**src/urt_pkg.sv**
```systemverilog
// Overview of operation
// [RULE_01] The port is asynchronous and full duplex and offers only serial modes 1 and 3.
// [RULE_02] A completed receive byte is buffered so the next frame can arrive before it is read.
// [RULE_03] Each software write to serial_data_buffer loads the transmitter and starts a frame; the code ignores a write while a frame is being sent.
// [RULE_04] Each read of serial_data_buffer returns the receive buffer, never transmit data.
// [RULE_05] tx_done_flag and rx_done_flag are set on completion and raise the serial request.
// [RULE_06] Hardware never clears either flag on its own; software clears each one.
// [RULE_07] At 11.0592 MHz direct clock software loads 0xE8 for 230400 and 0xD0 for 115200 baud.
// [RULE_08] At 3.6864 MHz direct clock software loads 0xF0 for 115200 and 0x40 for 9600 baud.
// [RULE_09] Timer clock is system clock when timer_clk_sel is 1, else /12, /48 or external /8; the code also offers /4 (PS_DIV4).
// [RULE_10] Timer mode 1 counts like mode 0 but over the full 16 bits.
// [RULE_11] Timer mode 2 reloads the low byte from the high byte and sets the overflow flag.
// [RULE_12] The reload leaves the high byte unchanged; the flag requests an interrupt if enabled.
// [RULE_13] Software preloads the low byte before enabling the timer in mode 2.
// [RULE_14] The run bit enables counting when the gate bit is 0 or the external input is active.
// [RULE_15] The baud timer has its own count, reload, overflow flag and run control.
// [RULE_16] A frame is a low start bit, data LSB first, a ninth bit in mode 3, a high stop bit.
// [RULE_17] The serial bit rate is the baud timer overflow rate divided by two.
package urt_pkg;
  // ==========================================================
  // Sizes
  localparam int FIFO_W     = 9;
  localparam int FIFO_DEPTH = 32;
  localparam int PER_W      = 24;
  // ==========================================================
  // Timer modes and prescaler selects
  localparam logic [1:0] TM_13     = 2'h0;
  localparam logic [1:0] TM_16     = 2'h1;
  localparam logic [1:0] TM_RELOAD = 2'h2;
  localparam logic [1:0] PS_DIV12  = 2'h0;
  localparam logic [1:0] PS_DIV4   = 2'h1;
  localparam logic [1:0] PS_DIV48  = 2'h2;
  localparam logic [1:0] PS_EXT8   = 2'h3;
  localparam logic [5:0] DIV12_LAST = 6'h0b;
  localparam logic [5:0] DIV4_LAST  = 6'h03;
  localparam logic [5:0] DIV48_LAST = 6'h2f;
  localparam logic [2:0] EXT8_LAST  = 3'h7;
  // ==========================================================
  // Counter values
  localparam logic [7:0] BYTE_ONES  = 8'hff;
  localparam logic [4:0] LOW5_ONES  = 5'h1f;
  localparam logic [7:0] TL_RESET   = 8'h00;
  localparam logic [7:0] TH_RESET   = 8'h00;
  // ==========================================================
  // Frame lengths in bits with start and stop, then data bit counts
  localparam logic [3:0] FRAME_M1   = 4'ha;
  localparam logic [3:0] FRAME_M3   = 4'hb;
  localparam logic [3:0] DATA_M1    = 4'h8;
  localparam logic [3:0] DATA_M3    = 4'h9;
  // ==========================================================
  // Carriers
  typedef struct packed {
    logic [1:0] mode;
    logic       run;
    logic       gate;
    logic       int_pol;
    logic       clk_sel;
    logic [1:0] prescale;
  } urt_tmr_cfg_t;
  typedef struct packed {
    logic       bit8;
    logic [7:0] data;
  } urt_word_t;
endpackage

```
**src/urt_top.sv**
```systemverilog
`timescale 1ns/100ps
// ==========================================================
// Receive FIFO
module urt_fifo #(
  parameter int W     = 9,
  parameter int DEPTH = 32
) (
  input  wire logic         i_clk,
  input  wire logic         i_reset,
  input  wire logic         i_ce,
  input  wire logic         i_valid,
  output logic              o_ready,
  input  wire logic [W-1:0] i_data,
  output logic              o_valid,
  input  wire logic         i_ready,
  output logic [W-1:0]      o_data
);
  localparam int AW = $clog2(DEPTH);
  logic [W-1:0] mem [DEPTH];
  logic [AW:0]  wptr_r;
  logic [AW:0]  rptr_r;
  logic         push;
  logic         pop;

  // Extra pointer bit tells full from empty
  assign o_valid = (wptr_r != rptr_r);
  assign o_ready = (wptr_r[AW-1:0] != rptr_r[AW-1:0]) || (wptr_r[AW] == rptr_r[AW]);
  assign push    = i_ce && i_valid && o_ready;
  assign pop     = i_ce && o_valid && i_ready;
  assign o_data  = mem[rptr_r[AW-1:0]];

  always_ff @(posedge i_clk)
  begin
    if (push)
    begin
      mem[wptr_r[AW-1:0]] <= i_data;
    end
  end

  always_ff @(posedge i_clk)
  begin
    if (i_reset)
    begin
      wptr_r <= '0;
      rptr_r <= '0;
    end
    else
    begin
      if (push)
      begin
        wptr_r <= wptr_r + 1'b1;
      end
      if (pop)
      begin
        rptr_r <= rptr_r + 1'b1;
      end
    end
  end
endmodule // urt_fifo

`timescale 1ns/100ps
// ==========================================================
// Serial port with reload timer baud source
module urt_top (
  input  wire logic                 i_clk,
  input  wire logic                 i_reset,
  input  wire logic                 i_ce,
  input  wire logic                 i_ext_clk,
  input  wire logic                 i_ext_int,
  input  wire logic                 i_rxd,
  output logic                      o_txd,
  input  wire logic                 i_mode3,
  input  wire logic                 i_rx_en,
  input  wire logic                 i_wr_stb,
  input  wire urt_pkg::urt_word_t   i_wr_word,
  input  wire logic                 i_rd_stb,
  output urt_pkg::urt_word_t        o_rd_word,
  output logic                      o_tx_done,
  output logic                      o_rx_done,
  input  wire logic                 i_clr_tx_done,
  input  wire logic                 i_clr_rx_done,
  input  wire logic                 i_ser_int_en,
  output logic                      o_ser_irq,
  input  wire urt_pkg::urt_tmr_cfg_t i_tmr_cfg,
  input  wire logic                 i_tl_wr,
  input  wire logic                 i_th_wr,
  input  wire logic [7:0]           i_tmr_wdata,
  output logic [7:0]                o_tl,
  output logic [7:0]                o_th,
  output logic                      o_tmr_ovf,
  input  wire logic                 i_clr_tmr_ovf,
  input  wire logic                 i_tmr_int_en,
  output logic                      o_tmr_irq
);
  // ==========================================================
  // Pin synchronisers
  logic [1:0] rxd_s_r;
  logic [1:0] eclk_s_r;
  logic [1:0] eint_s_r;
  logic       rxd_d_r;
  logic       eclk_d_r;

  always_ff @(posedge i_clk)
  begin
    if (i_reset)
    begin
      rxd_s_r  <= 2'h3;
      eclk_s_r <= 2'h0;
      eint_s_r <= 2'h0;
      rxd_d_r  <= 1'b1;
      eclk_d_r <= 1'b0;
    end
    else if (i_ce)
    begin
      rxd_s_r  <= {rxd_s_r[0], i_rxd};
      eclk_s_r <= {eclk_s_r[0], i_ext_clk};
      eint_s_r <= {eint_s_r[0], i_ext_int};
      rxd_d_r  <= rxd_s_r[1];
      eclk_d_r <= eclk_s_r[1];
    end
  end

  // ==========================================================
  // Timer clock selection
  logic [5:0] presc_r;
  logic [5:0] presc_last;
  logic [2:0] ext_cnt_r;
  logic       div_tick;
  logic       ext_tick;
  logic       tmr_tick;
  logic       cnt_en;

  always_comb
  begin
    case (i_tmr_cfg.prescale)
      urt_pkg::PS_DIV12: presc_last = urt_pkg::DIV12_LAST; // RULE_09
      urt_pkg::PS_DIV48: presc_last = urt_pkg::DIV48_LAST; // RULE_09
      default:           presc_last = urt_pkg::DIV4_LAST;
    endcase
  end

  assign div_tick = (presc_r >= presc_last);
  assign ext_tick = eclk_s_r[1] && !eclk_d_r && (ext_cnt_r == urt_pkg::EXT8_LAST);
  assign tmr_tick = i_tmr_cfg.clk_sel ? 1'b1 : // RULE_09
                    (i_tmr_cfg.prescale == urt_pkg::PS_EXT8) ? ext_tick : div_tick;
  // Gate lets the external input hold off counting
  assign cnt_en = i_tmr_cfg.run && // RULE_14
                  (!i_tmr_cfg.gate || (eint_s_r[1] == i_tmr_cfg.int_pol));

  always_ff @(posedge i_clk)
  begin
    if (i_reset)
    begin
      presc_r   <= '0;
      ext_cnt_r <= '0;
    end
    else if (i_ce)
    begin
      presc_r <= div_tick ? 6'h00 : presc_r + 6'h01;
      if (eclk_s_r[1] && !eclk_d_r)
      begin
        ext_cnt_r <= ext_cnt_r + 3'h1;
      end
    end
  end

  // ==========================================================
  // Baud timer: low count byte; high byte counts in modes 0 and 1 and is the reload in mode 2
  logic [7:0] tl_r;
  logic [7:0] th_r;
  logic [7:0] tl_nxt;
  logic [7:0] th_nxt;
  logic       ovf_cond;
  logic       ovf_pulse;
  logic       tmr_ovf_r;

  always_comb
  begin
    tl_nxt   = tl_r + 8'h01;
    th_nxt   = th_r;
    ovf_cond = 1'b0;
    case (i_tmr_cfg.mode)
      urt_pkg::TM_13:
      begin
        tl_nxt = {3'h0, tl_r[4:0] + 5'h01};
        if (tl_r[4:0] == urt_pkg::LOW5_ONES)
        begin
          th_nxt   = th_r + 8'h01;
          ovf_cond = (th_r == urt_pkg::BYTE_ONES);
        end
      end
      urt_pkg::TM_16:
      begin
        if (tl_r == urt_pkg::BYTE_ONES)
        begin
          th_nxt   = th_r + 8'h01; // RULE_10
          ovf_cond = (th_r == urt_pkg::BYTE_ONES); // RULE_10
        end
      end
      urt_pkg::TM_RELOAD:
      begin
        if (tl_r == urt_pkg::BYTE_ONES)
        begin
          tl_nxt   = th_r; // RULE_11
          ovf_cond = 1'b1; // RULE_11
        end
      end
      default:
      begin
        // Mode 3 halts this timer
        tl_nxt = tl_r;
      end
    endcase
  end

  assign ovf_pulse = i_ce && tmr_tick && cnt_en && ovf_cond; // RULE_15

  // Software writes win over the count in the same cycle
  always_ff @(posedge i_clk)
  begin
    if (i_reset)
    begin
      tl_r <= urt_pkg::TL_RESET;
      th_r <= urt_pkg::TH_RESET;
    end
    else if (i_ce)
    begin
      if (i_tl_wr)
      begin
        tl_r <= i_tmr_wdata;
      end
      else if (tmr_tick && cnt_en)
      begin
        tl_r <= tl_nxt;
      end
      if (i_th_wr)
      begin
        th_r <= i_tmr_wdata;
      end
      else if (tmr_tick && cnt_en)
      begin
        th_r <= th_nxt; // RULE_12
      end
    end
  end

  always_ff @(posedge i_clk)
  begin
    if (i_reset)
    begin
      tmr_ovf_r <= 1'b0;
    end
    else if (ovf_pulse)
    begin
      tmr_ovf_r <= 1'b1; // RULE_11
    end
    else if (i_ce && i_clr_tmr_ovf)
    begin
      tmr_ovf_r <= 1'b0;
    end
  end

  assign o_tl      = tl_r;
  assign o_th      = th_r;
  assign o_tmr_ovf = tmr_ovf_r;
  assign o_tmr_irq = tmr_ovf_r && i_tmr_int_en; // RULE_12

  // ==========================================================
  // Overflow period in system clocks, for receive sampling
  logic [urt_pkg::PER_W-1:0] per_cnt_r;
  logic [urt_pkg::PER_W-1:0] per_r;

  always_ff @(posedge i_clk)
  begin
    if (i_reset)
    begin
      per_cnt_r <= '0;
      per_r     <= '0;
    end
    else if (i_ce)
    begin
      per_cnt_r <= ovf_pulse ? '0 : per_cnt_r + 1'b1;
      if (ovf_pulse)
      begin
        per_r <= per_cnt_r + 1'b1;
      end
    end
  end

  // ==========================================================
  // Transmitter: one bit per two overflows
  logic        tx_busy_r;
  logic        tx_half_r;
  logic        txd_r;
  logic [3:0]  tx_left_r;
  logic [9:0]  tx_sr_r;
  logic        tx_done_r;
  logic        tx_end;

  assign tx_end = tx_busy_r && ovf_pulse && tx_half_r && (tx_left_r == 4'h1);

  always_ff @(posedge i_clk)
  begin
    if (i_reset)
    begin
      tx_busy_r <= 1'b0;
      tx_half_r <= 1'b0;
      txd_r     <= 1'b1;
      tx_left_r <= '0;
      tx_sr_r   <= '1;
    end
    else if (i_ce)
    begin
      if (!tx_busy_r && i_wr_stb)
      begin
        tx_busy_r <= 1'b1; // RULE_03
        tx_half_r <= 1'b0;
        txd_r     <= 1'b0; // RULE_16
        tx_left_r <= i_mode3 ? urt_pkg::FRAME_M3 : urt_pkg::FRAME_M1; // RULE_01
        tx_sr_r   <= {1'b1, i_mode3 ? i_wr_word.bit8 : 1'b1, i_wr_word.data};
      end
      else if (tx_busy_r && ovf_pulse)
      begin
        tx_half_r <= !tx_half_r; // RULE_17
        if (tx_half_r)
        begin
          if (tx_left_r == 4'h1)
          begin
            tx_busy_r <= 1'b0;
            txd_r     <= 1'b1;
          end
          else
          begin
            txd_r     <= tx_sr_r[0]; // RULE_16
            tx_sr_r   <= {1'b1, tx_sr_r[9:1]};
            tx_left_r <= tx_left_r - 4'h1;
          end
        end
      end
    end
  end

  assign o_txd = txd_r;

  // ==========================================================
  // Receiver
  typedef enum logic [2:0] {RX_IDLE, RX_START, RX_DATA, RX_STOP, RX_PUSH} urt_rx_st_t;
  urt_rx_st_t                rx_st_r;
  logic [urt_pkg::PER_W:0]   rx_cnt_r;
  logic [3:0]                rx_bits_r;
  logic [8:0]                rx_sr_r;
  urt_pkg::urt_word_t        rx_word_r;
  logic                      rx_zero;
  logic                      f_in_ready;
  logic                      f_out_valid;
  logic                      f_out_ready;
  urt_pkg::urt_word_t        f_out_data;
  logic                      rx_push;
  logic                      rx_done_r;

  assign rx_zero = (rx_cnt_r == '0);
  assign rx_push = i_ce && (rx_st_r == RX_PUSH) && f_in_ready;

  always_ff @(posedge i_clk)
  begin
    if (i_reset)
    begin
      rx_st_r   <= RX_IDLE;
      rx_cnt_r  <= '0;
      rx_bits_r <= '0;
      rx_sr_r   <= '0;
      rx_word_r <= '0;
    end
    else if (i_ce)
    begin
      rx_cnt_r <= rx_zero ? rx_cnt_r : rx_cnt_r - 1'b1;
      case (rx_st_r)
        RX_IDLE:
        begin
          if (i_rx_en && rxd_d_r && !rxd_s_r[1] && (per_r != '0))
          begin
            // Half a bit is one overflow period
            rx_st_r  <= RX_START;
            rx_cnt_r <= {1'b0, per_r}; // RULE_17
          end
        end
        RX_START:
        begin
          if (rx_zero)
          begin
            rx_st_r   <= rxd_s_r[1] ? RX_IDLE : RX_DATA;
            // One short: zero is seen a cycle after it is reached
            rx_cnt_r  <= {per_r, 1'b0} - 1'b1;
            rx_bits_r <= i_mode3 ? urt_pkg::DATA_M3 : urt_pkg::DATA_M1; // RULE_01
          end
        end
        RX_DATA:
        begin
          if (rx_zero)
          begin
            rx_sr_r   <= {rxd_s_r[1], rx_sr_r[8:1]}; // RULE_16
            rx_bits_r <= rx_bits_r - 4'h1;
            rx_cnt_r  <= {per_r, 1'b0} - 1'b1;
            if (rx_bits_r == 4'h1)
            begin
              rx_st_r <= RX_STOP;
            end
          end
        end
        RX_STOP:
        begin
          if (rx_zero)
          begin
            // Framing error drops the byte
            rx_st_r   <= rxd_s_r[1] ? RX_PUSH : RX_IDLE; // RULE_16
            rx_word_r <= i_mode3 ? rx_sr_r : {1'b1, rx_sr_r[8:1]};
          end
        end
        RX_PUSH:
        begin
          // The word waits here for FIFO room; frames that arrive meanwhile are lost
          if (f_in_ready)
          begin
            rx_st_r <= RX_IDLE;
          end
        end
        default:
        begin
          rx_st_r <= RX_IDLE;
        end
      endcase
    end
  end

  urt_fifo #(
    .W     (urt_pkg::FIFO_W),
    .DEPTH (urt_pkg::FIFO_DEPTH)
  ) urt_fifo_i (
    .i_clk   (i_clk),
    .i_reset (i_reset),
    .i_ce    (i_ce),
    .i_valid (rx_st_r == RX_PUSH), // RULE_02
    .o_ready (f_in_ready),
    .i_data  (rx_word_r),
    .o_valid (f_out_valid),
    .i_ready (f_out_ready),
    .o_data  (f_out_data)
  );

  // ==========================================================
  // Software-facing receive buffer
  urt_pkg::urt_word_t rd_word_r;
  logic               rd_full_r;

  assign f_out_ready = !rd_full_r || i_rd_stb;

  always_ff @(posedge i_clk)
  begin
    if (i_reset)
    begin
      rd_word_r <= '0;
      rd_full_r <= 1'b0;
    end
    else if (i_ce)
    begin
      if (f_out_valid && f_out_ready)
      begin
        rd_word_r <= f_out_data; // RULE_04
        rd_full_r <= 1'b1;
      end
      else if (i_rd_stb)
      begin
        rd_full_r <= 1'b0;
      end
    end
  end

  assign o_rd_word = rd_word_r; // RULE_04

  // ==========================================================
  // Completion flags: a set beats a clear in the same cycle
  always_ff @(posedge i_clk)
  begin
    if (i_reset)
    begin
      tx_done_r <= 1'b0;
      rx_done_r <= 1'b0;
    end
    else if (i_ce)
    begin
      if (tx_end)
      begin
        tx_done_r <= 1'b1; // RULE_05
      end
      else if (i_clr_tx_done)
      begin
        tx_done_r <= 1'b0; // RULE_06
      end
      if (rx_push)
      begin
        rx_done_r <= 1'b1; // RULE_05
      end
      else if (i_clr_rx_done)
      begin
        rx_done_r <= 1'b0; // RULE_06
      end
    end
  end

  assign o_tx_done = tx_done_r;
  assign o_rx_done = rx_done_r;
  assign o_ser_irq = i_ser_int_en && (tx_done_r || rx_done_r); // RULE_05
endmodule // urt_top

```
**config.mk**
```make
export PLATFORM = sky130hd
export DESIGN_NAME = urt_top
export DESIGN_NICKNAME = d
export VERILOG_FILES = /design/src/urt_pkg.sv /design/src/urt_top.sv
export SDC_FILE = /design/constraint.sdc
export NUM_CORES = 1
export LEC_CHECK = 0
export BUFFER_PORTS_ARGS = -buffer_cell sky130_fd_sc_hd__buf_2
export CAP_MARGIN = 0
export CORE_MARGIN = 5
export CORE_UTILIZATION = 40
export CTS_BUF_LIST = sky130_fd_sc_hd__clkbuf_8 sky130_fd_sc_hd__clkbuf_16
export CTS_CLUSTER_SIZE = 30
export DETAILED_ROUTE_END_ITERATION = 16
export GPL_ROUTABILITY_DRIVEN = 0
export GPL_TIMING_DRIVEN = 0
export PLACE_DENSITY = 0.57
export SLEW_MARGIN = 20
export SYNTH_ARGS = -nofsm -noshare
export SYNTH_HDL_FRONTEND = slang
export SYNTH_SLANG_ARGS = --single-unit
export TNS_END_PERCENT = 30
```
**constraint.sdc**
```tcl
create_clock -name i_clk -period 3.4 [get_ports i_clk]
set_input_delay 0 -clock i_clk [delete_from_list [all_inputs] [get_ports i_clk]]
set_output_delay 0 -clock i_clk [all_outputs]
set_load 0.01 [all_outputs]
```
# == After elaboration in Yosys (flattened, before gate mapping) ==
# Memories as Yosys holds them, arrays and structs flattened. A register that Yosys moved wholly into a read port is not among the register bits.
# Index checks and enable logic that the tools add are counted.
# W data, S select, Z words.
# totals
regBits,164
output_inout_bits,31
wordCells,201
memories,1
ram_bits,288
in_bits,42
# classes
reduce_logical,66
eq_ne,27
order_cmp,1
n_mux,66
add_sub_neg,12
# mem_list
memory,depth,width,read_ports,rd_ports_with_merged_regs,write_ports,line_no,rtl
urt_fifo_i.mem,32,9,1,1,1,urt_top.sv:19,logic [W-1:0] mem [DEPTH];
# op_table
op,count
$mux W25,3
$mux W8,7
$pmux W25 S2,1
$sub A25 B1 Y25 const B,2
$mux W10,4
$mux W1,28
$logic_not A25 Y1,1
$add A24 B1 Y24 const B,1
$mux W24,1
$mux W4,6
$pmux W8 S3,1
$reduce_bool A24 Y1,1
$logic_and A1 B1 Y1,22
$mux W3,7
$reduce_bool A2 Y1,10
$add A6 B1 Y6 const B,3
$add A8 B1 Y8 const B,2
$eq A8 B8 Y1 const B,2
$pmux W8 S2,1
$pmux W3 S5,1
$reduce_and A2 Y1,7
$ne A2 B2 Y1 const B,6
$pmux W6 S2,1
$reduce_and A3 Y1,4
other kinds (31),50

# == Longest topological paths before layout ==
# logic_depth
word_depth,13
depth_mapped,12
ltp_nobuf,10

# == Hierarchy ==
# From an unflattened synthesis, not the netlist that was laid out.
# hier_totals
cells_unflattened,1698
area_unflattened_um2,21132.8
# by_module_without_submodules
module,instances,area_per_inst_um2,seq_area_each_um2,cells_per_inst
urt_fifo,1,11911.4,8988.6,545
urt_top,1,9221.3,3203.1,1153

# == Least setup slack after synthesis ==
# OpenSTA, ideal clock, no wires.
# synth_path
kind,register -> register
from,"register tl_r[0], in the netlist o_tl[0]"
to,register per_r[17] (netlist name)
setup_slack_ps,768
t_required_ps,3314
path_stages_with_launch,13
t_arrival_ps,2547
path_buffers,2
synth_period_minus_slack_ps,2632
setup_ps,86
cell_sequence,dfxtp_1 > ha_1 > nand3_1 > inv_1 > ha_1 > a21oi_1 > nor4_1 > o21bai_1 > nor4_1 > clkbuf_1 > buf_2 > nor2_1 > a211oi_1
# synth_via
elab_chain_cells,5
word_cells_on_any_way,8
classes_between,eq/ne (2); mux (4); reduce/logical (2)
# synth_lines
item,line_no,rtl
"start, declared",urt_top.sv:169,logic [7:0] tl_r;
"start signal, assigned",urt_top.sv:223,tl_r <= urt_pkg::TL_RESET;
"start signal, assigned",urt_top.sv:230,tl_r <= i_tmr_wdata;
"start signal, assigned",urt_top.sv:234,tl_r <= tl_nxt;
$eq A8 B8 Y1 / $eq A5 B5 Y1 (equally long branches),"urt_top.sv:194, urt_top.sv:202, urt_top.sv:186",
$mux W1 (on tied branches),"urt_top.sv:202, urt_top.sv:186, urt_top.sv:194",
$pmux W1 S3 (*),urt_top.sv:182,case (i_tmr_cfg.mode)
$logic_and A1 B1 Y1 (*),urt_top.sv:216,assign ovf_pulse = i_ce && tmr_tick && cnt_en && ovf_cond;
$reduce_and A2 Y1 (no line) (*),n/a,
"end signal, assigned",urt_top.sv:285,per_r <= per_cnt_r + 1'b1;
"end, declared",urt_top.sv:271,logic [urt_pkg::PER_W-1:0] per_r;
# Every way passes the cells marked *; elsewhere a longest branch is shown, timed or not.
# A chain may end at the register's enable or synchronous reset.

# == Final worst setup path ==
# layout_path
from,register urt_fifo_i.rptr_r[0]
to,memory urt_fifo_i.mem[21][7] (enable)
# layout_via
elab_chain_cells,5
# layout_lines
item,line_no,rtl
"start, declared",urt_top.sv:21,logic [AW:0] rptr_r;
"start signal, assigned",urt_top.sv:55,rptr_r <= rptr_r + 1'b1;
$ne A5 B5 Y1,urt_top.sv:27,assign o_ready = (wptr_r[AW-1:0] != rptr_r[AW-1:0]) || (wptr_r[AW] == rptr_r[AW]);
$logic_or A1 B1 Y1,urt_top.sv:27,
$logic_and A1 B1 Y1,urt_top.sv:28,assign push = i_ce && i_valid && o_ready;
$mux W1,urt_top.sv:34,if (push)
$mux W1 (implied by the code),urt_top.sv:36,mem[wptr_r[AW-1:0]] <= i_data;
"end, declared",urt_top.sv:19,
# Every way passes these cells.

==> summary.txt <==
Status
  • Outcome: complete, but fails checks
  • Failing checks: negative setup slack

Power
  • P_leak: 8.43 nW
  • Peak supply drop: 0.340 mV
  • PwrDens: approximately 500 nW/µm²

Finish
  • Filler cell count: 4,664
  • Area Overhead vs Synth: 15.9%
  • Share of cells above drive strength 1: around 16%
  • Final Cell Area: 24,200 µm²
  • Final core utilization: 46.9%
  • Final Net Count: 1,914

Floorplan
  • Row Count: 83
  • Core Area: 51,500 µm²
  • Effective utilization at floorplan: 40.5%
  • Die area: 56,800 µm²
  • Die Wd: 238 µm
  • Number of placed I/O pins: 73
  • Die Y: around 240 µm

Worst setup path
  • Crit path from: urt_fifo_i.rptr_r[0]$_SDFFE_PP0P_
  • Critical path class: flop to flop
  • R2R depth: 8
  • Crit path arrival time: between 3 and 4 ns
  • FF-to-FF Start: urt_fifo_i.rptr_r[0]$_SDFFE_PP0P_
  • CP Launch Type: flop
  • Req. time, crit path: ~3.6 ns
  • CP Max Fanout: 10
  • Worst R2R Setup Slack: -0.002 ns
  • Worst setup EP type: flop

STA
  • Final hold slack: 0.194 ns
  • RSZ-0062 raised after global routing: true
  • Final hold violation count: 0
  • Fmax: 294 MHz
  • Fin crit share: 100%
  • Count of final max-slew check failures: 0
  • Slew margin rel.: 31.6%
  • Worst slew pin tran: 1.02 ns
  • Worst Clk Skew: 0.0342 ns
  • Final setup margin: -0.00242 ns
  • # setup viols final: 4
  • Tmin final: 3.40 ns

Min path
  • Min-delay worst type: primary input to flop
  • Worst hold stages: 6
  • Hold path start: i_tmr_cfg[5]

Synth
  • Xor/xnor share of the synthesized area: 3.65%
  • Synthesis Warnings: 0
  • Main combinational cell family by area after synthesis: simple AND/OR/NAND/NOR gates
  • Synthesized cell area: ~21,000 µm²
  • EDFF count, synth: between 200 and 300
  • Proportion of synthesized area in mux cells: 11.8%
  • Average size of a mapped cell: approximately 12 µm²
  • Register area share after synthesis: between 50% and 60%
  • Commonest register cell after synthesis: edfxtp_1
  • Simple-Gate Fraction of Synth Area: 12.4%
  • Async set-reset flop share out of synthesis: 0%
  • Netlist cell types: 77
  • Synthesized-area fraction occupied by adder cells: 1.68%
  • Compound-cell area share of the yosys netlist: 9.81%
  • Mapped Cells: 1,686
  • #FFs+latches synth: 460
  • Post-Syn Nets: around 1,800

Clocking
  • Skew-Pair Late Insertion Delay: 0.60 ns
  • Total CTS buffers: 50
  • CTS H-tree lvls: 2
  • Clock root cell: clkbuf_16
  • Sink Count: 460
  • CTS tree: yes
  • Register clock-pin slew on the reported worst setup and hold paths: roughly 0.06 ns
  • Clk buf depth: 3

Job
  • Max Cap Viol: 0

GRT
  • Total GRT Usage: 19.4%
  • First-pass GRT wire length: 86,400 µm
  • Largest net degree at the start of global routing: 34
  • Vias in the first global route: 14,399
  • Initial antenna violation count: 2
  • GRT overflow: 0

Detailed routing
  • DRC viols: 0
  • Final WL: 56,300 µm
  • Total number of vias: around 15,000
  • Routed wire per std cell: ~22 µm
  • Vias per cell: 5.74
  • DR pass1 iterations: 5
  • ANT nets after route: 0
  • DR iter-0 viols: 1,185

Placement
  • Dpl cell area: 22,100 µm²
  • Port bufs: 70
  • Post-DP HPWL: 38,900 µm
==> final timing paths <==
| kind | end |
|---|---|
| worst max-delay path | urt_fifo_i.mem[21][7]$_DFFE_PP_ |
| worst min-delay path | tx_half_r$_SDFFE_PP0P_ |
| worst max register to register | urt_fifo_i.mem[21][7]$_DFFE_PP_ |
| worst min register to register | rx_sr_r[0]$_SDFFE_PP0P_ |
==> where the power goes <==
group / leakage [nW] / total (mW) / switching [mW] / internal [mW]
registers: 4.52 / 5.97 / 0.0605 / 5.91
logic: 3.10 / 0.578 / 0.362 / 0.216
clock network: 0.811 / 5.42 / 2.30 / 3.12
total: 8.43 / 12.0 / 2.73 / 9.25
==> kinds of logic after synthesis <==
| logic type | count (synthesis) |
|---|---|
| compound gates | 309 |
| mux | 133 |
| flops | 460 |
| xor+xnor | 87 |
| buf+inv | 140 |
| fa+ha+maj | 28 |
| simple gates | 529 |
==> cells in the mapped netlist (41+ instances only) <==
master	count	share of area (%)
edfxtp_1	288	41
a21oi_1	85	2.0
nor3_1	46	1.1
nor2_1	160	2.9
dfxtp_1	172	17
xor2_1	47	2.0
mux2i_1	41	2.0
clkbuf_1	84	1.5
mux4_2	90	9.7
a211oi_1	41	1.5
o21ai_0	56	1.3
nand3_1	58	1.4
nand2_1	125	2.2
==> final cells by class <==
cell class / count / area, µm² / share of cell area, %
well taps: 680 / 851 / 3.52
clock inverters: 41 / 344 / 1.42
clock buffers: 53 / 1320 / 5.44
inverters: 28 / 105 / 0.435
multi-input cells: 1086 / 8290 / 34.3
repair buffers: 106 / 708 / 2.93
flip-flops and latches: 460 / 12100 / 50.1
diodes: 1 / 2.50 / 0.0104
plain buffers: 112 / 452 / 1.87
==> cells in the final DEF (no fill, tap or decap), types with 35 or more instances in the layout <==
cell           count
edfxtp_1         288
dfxtp_1          163
nor2_1           143
nand2_1          125
mux4_2            90
buf_2             86
a21oi_1           85
clkbuf_1          83
nand3_1           58
o21ai_0           56
clkbuf_16         52
xor2_1            47
nor3_1            45
a211oi_1          41
mux2i_1           41
xnor2_1           40
dlygate4sd3_1     35
==> metal layers <==
metal  vias up  GRT usage, %  wire length [µm]
met3       101          2.95              3490
met5         -             0                14
met4         2          5.43              1280
li1       6794             -                 -
met1      7336          26.5             24400
met2       501          32.6             27100
==> registers in the layout, indices dropped and copies added, names as in the netlist, 8 cells and up <==
signal	flops
rx_cnt_r	25
urt_fifo_i.mem	288
o_tl	8
rx_word_r	9
tx_sr_r	9
o_th	8
per_r	24
per_cnt_r	24
o_rd_word	9
rx_sr_r	9
==> repair_timing <==
item | 4_1_cts | 5_1_grt
setup endpoints to repair | 40 | 247
resized for setup | 3 | 21
buffers inserted | 0 | 1
hold endpoints to repair | 38 | 0
pin swaps | 0 | 1
hold buffers | 35 | 0
==> metrics by stage <==
stage	setup slack (ns)	total power, mW	instances	setup TNS, ns
2_1_floorplan	0.768	6.43	1686	0
3_3_place_gp	-0.293	6.62	2436	-7.43
3_5_place_dp	-0.356	6.62	2436	-8.61
4_1_cts	-0.00582	12.1	2565	-0.0232
5_1_grt	-0.265	12.4	2566	-13.72
6_report	-0.00242	12.0	2567	-0.00521
==> critical path, stage by stage (launching register included) <==
cell,delay [ns]
dfxtp_1,0.35
clkbuf_1,0.17
buf_2,0.38
xnor2_1,0.11
nand3_1,0.18
o31a_1,0.19
clkbuf_1,0.35
nand2_1,0.39
nor2_1,0.89
No activity file was read; power rests on OpenSTA's default activity.
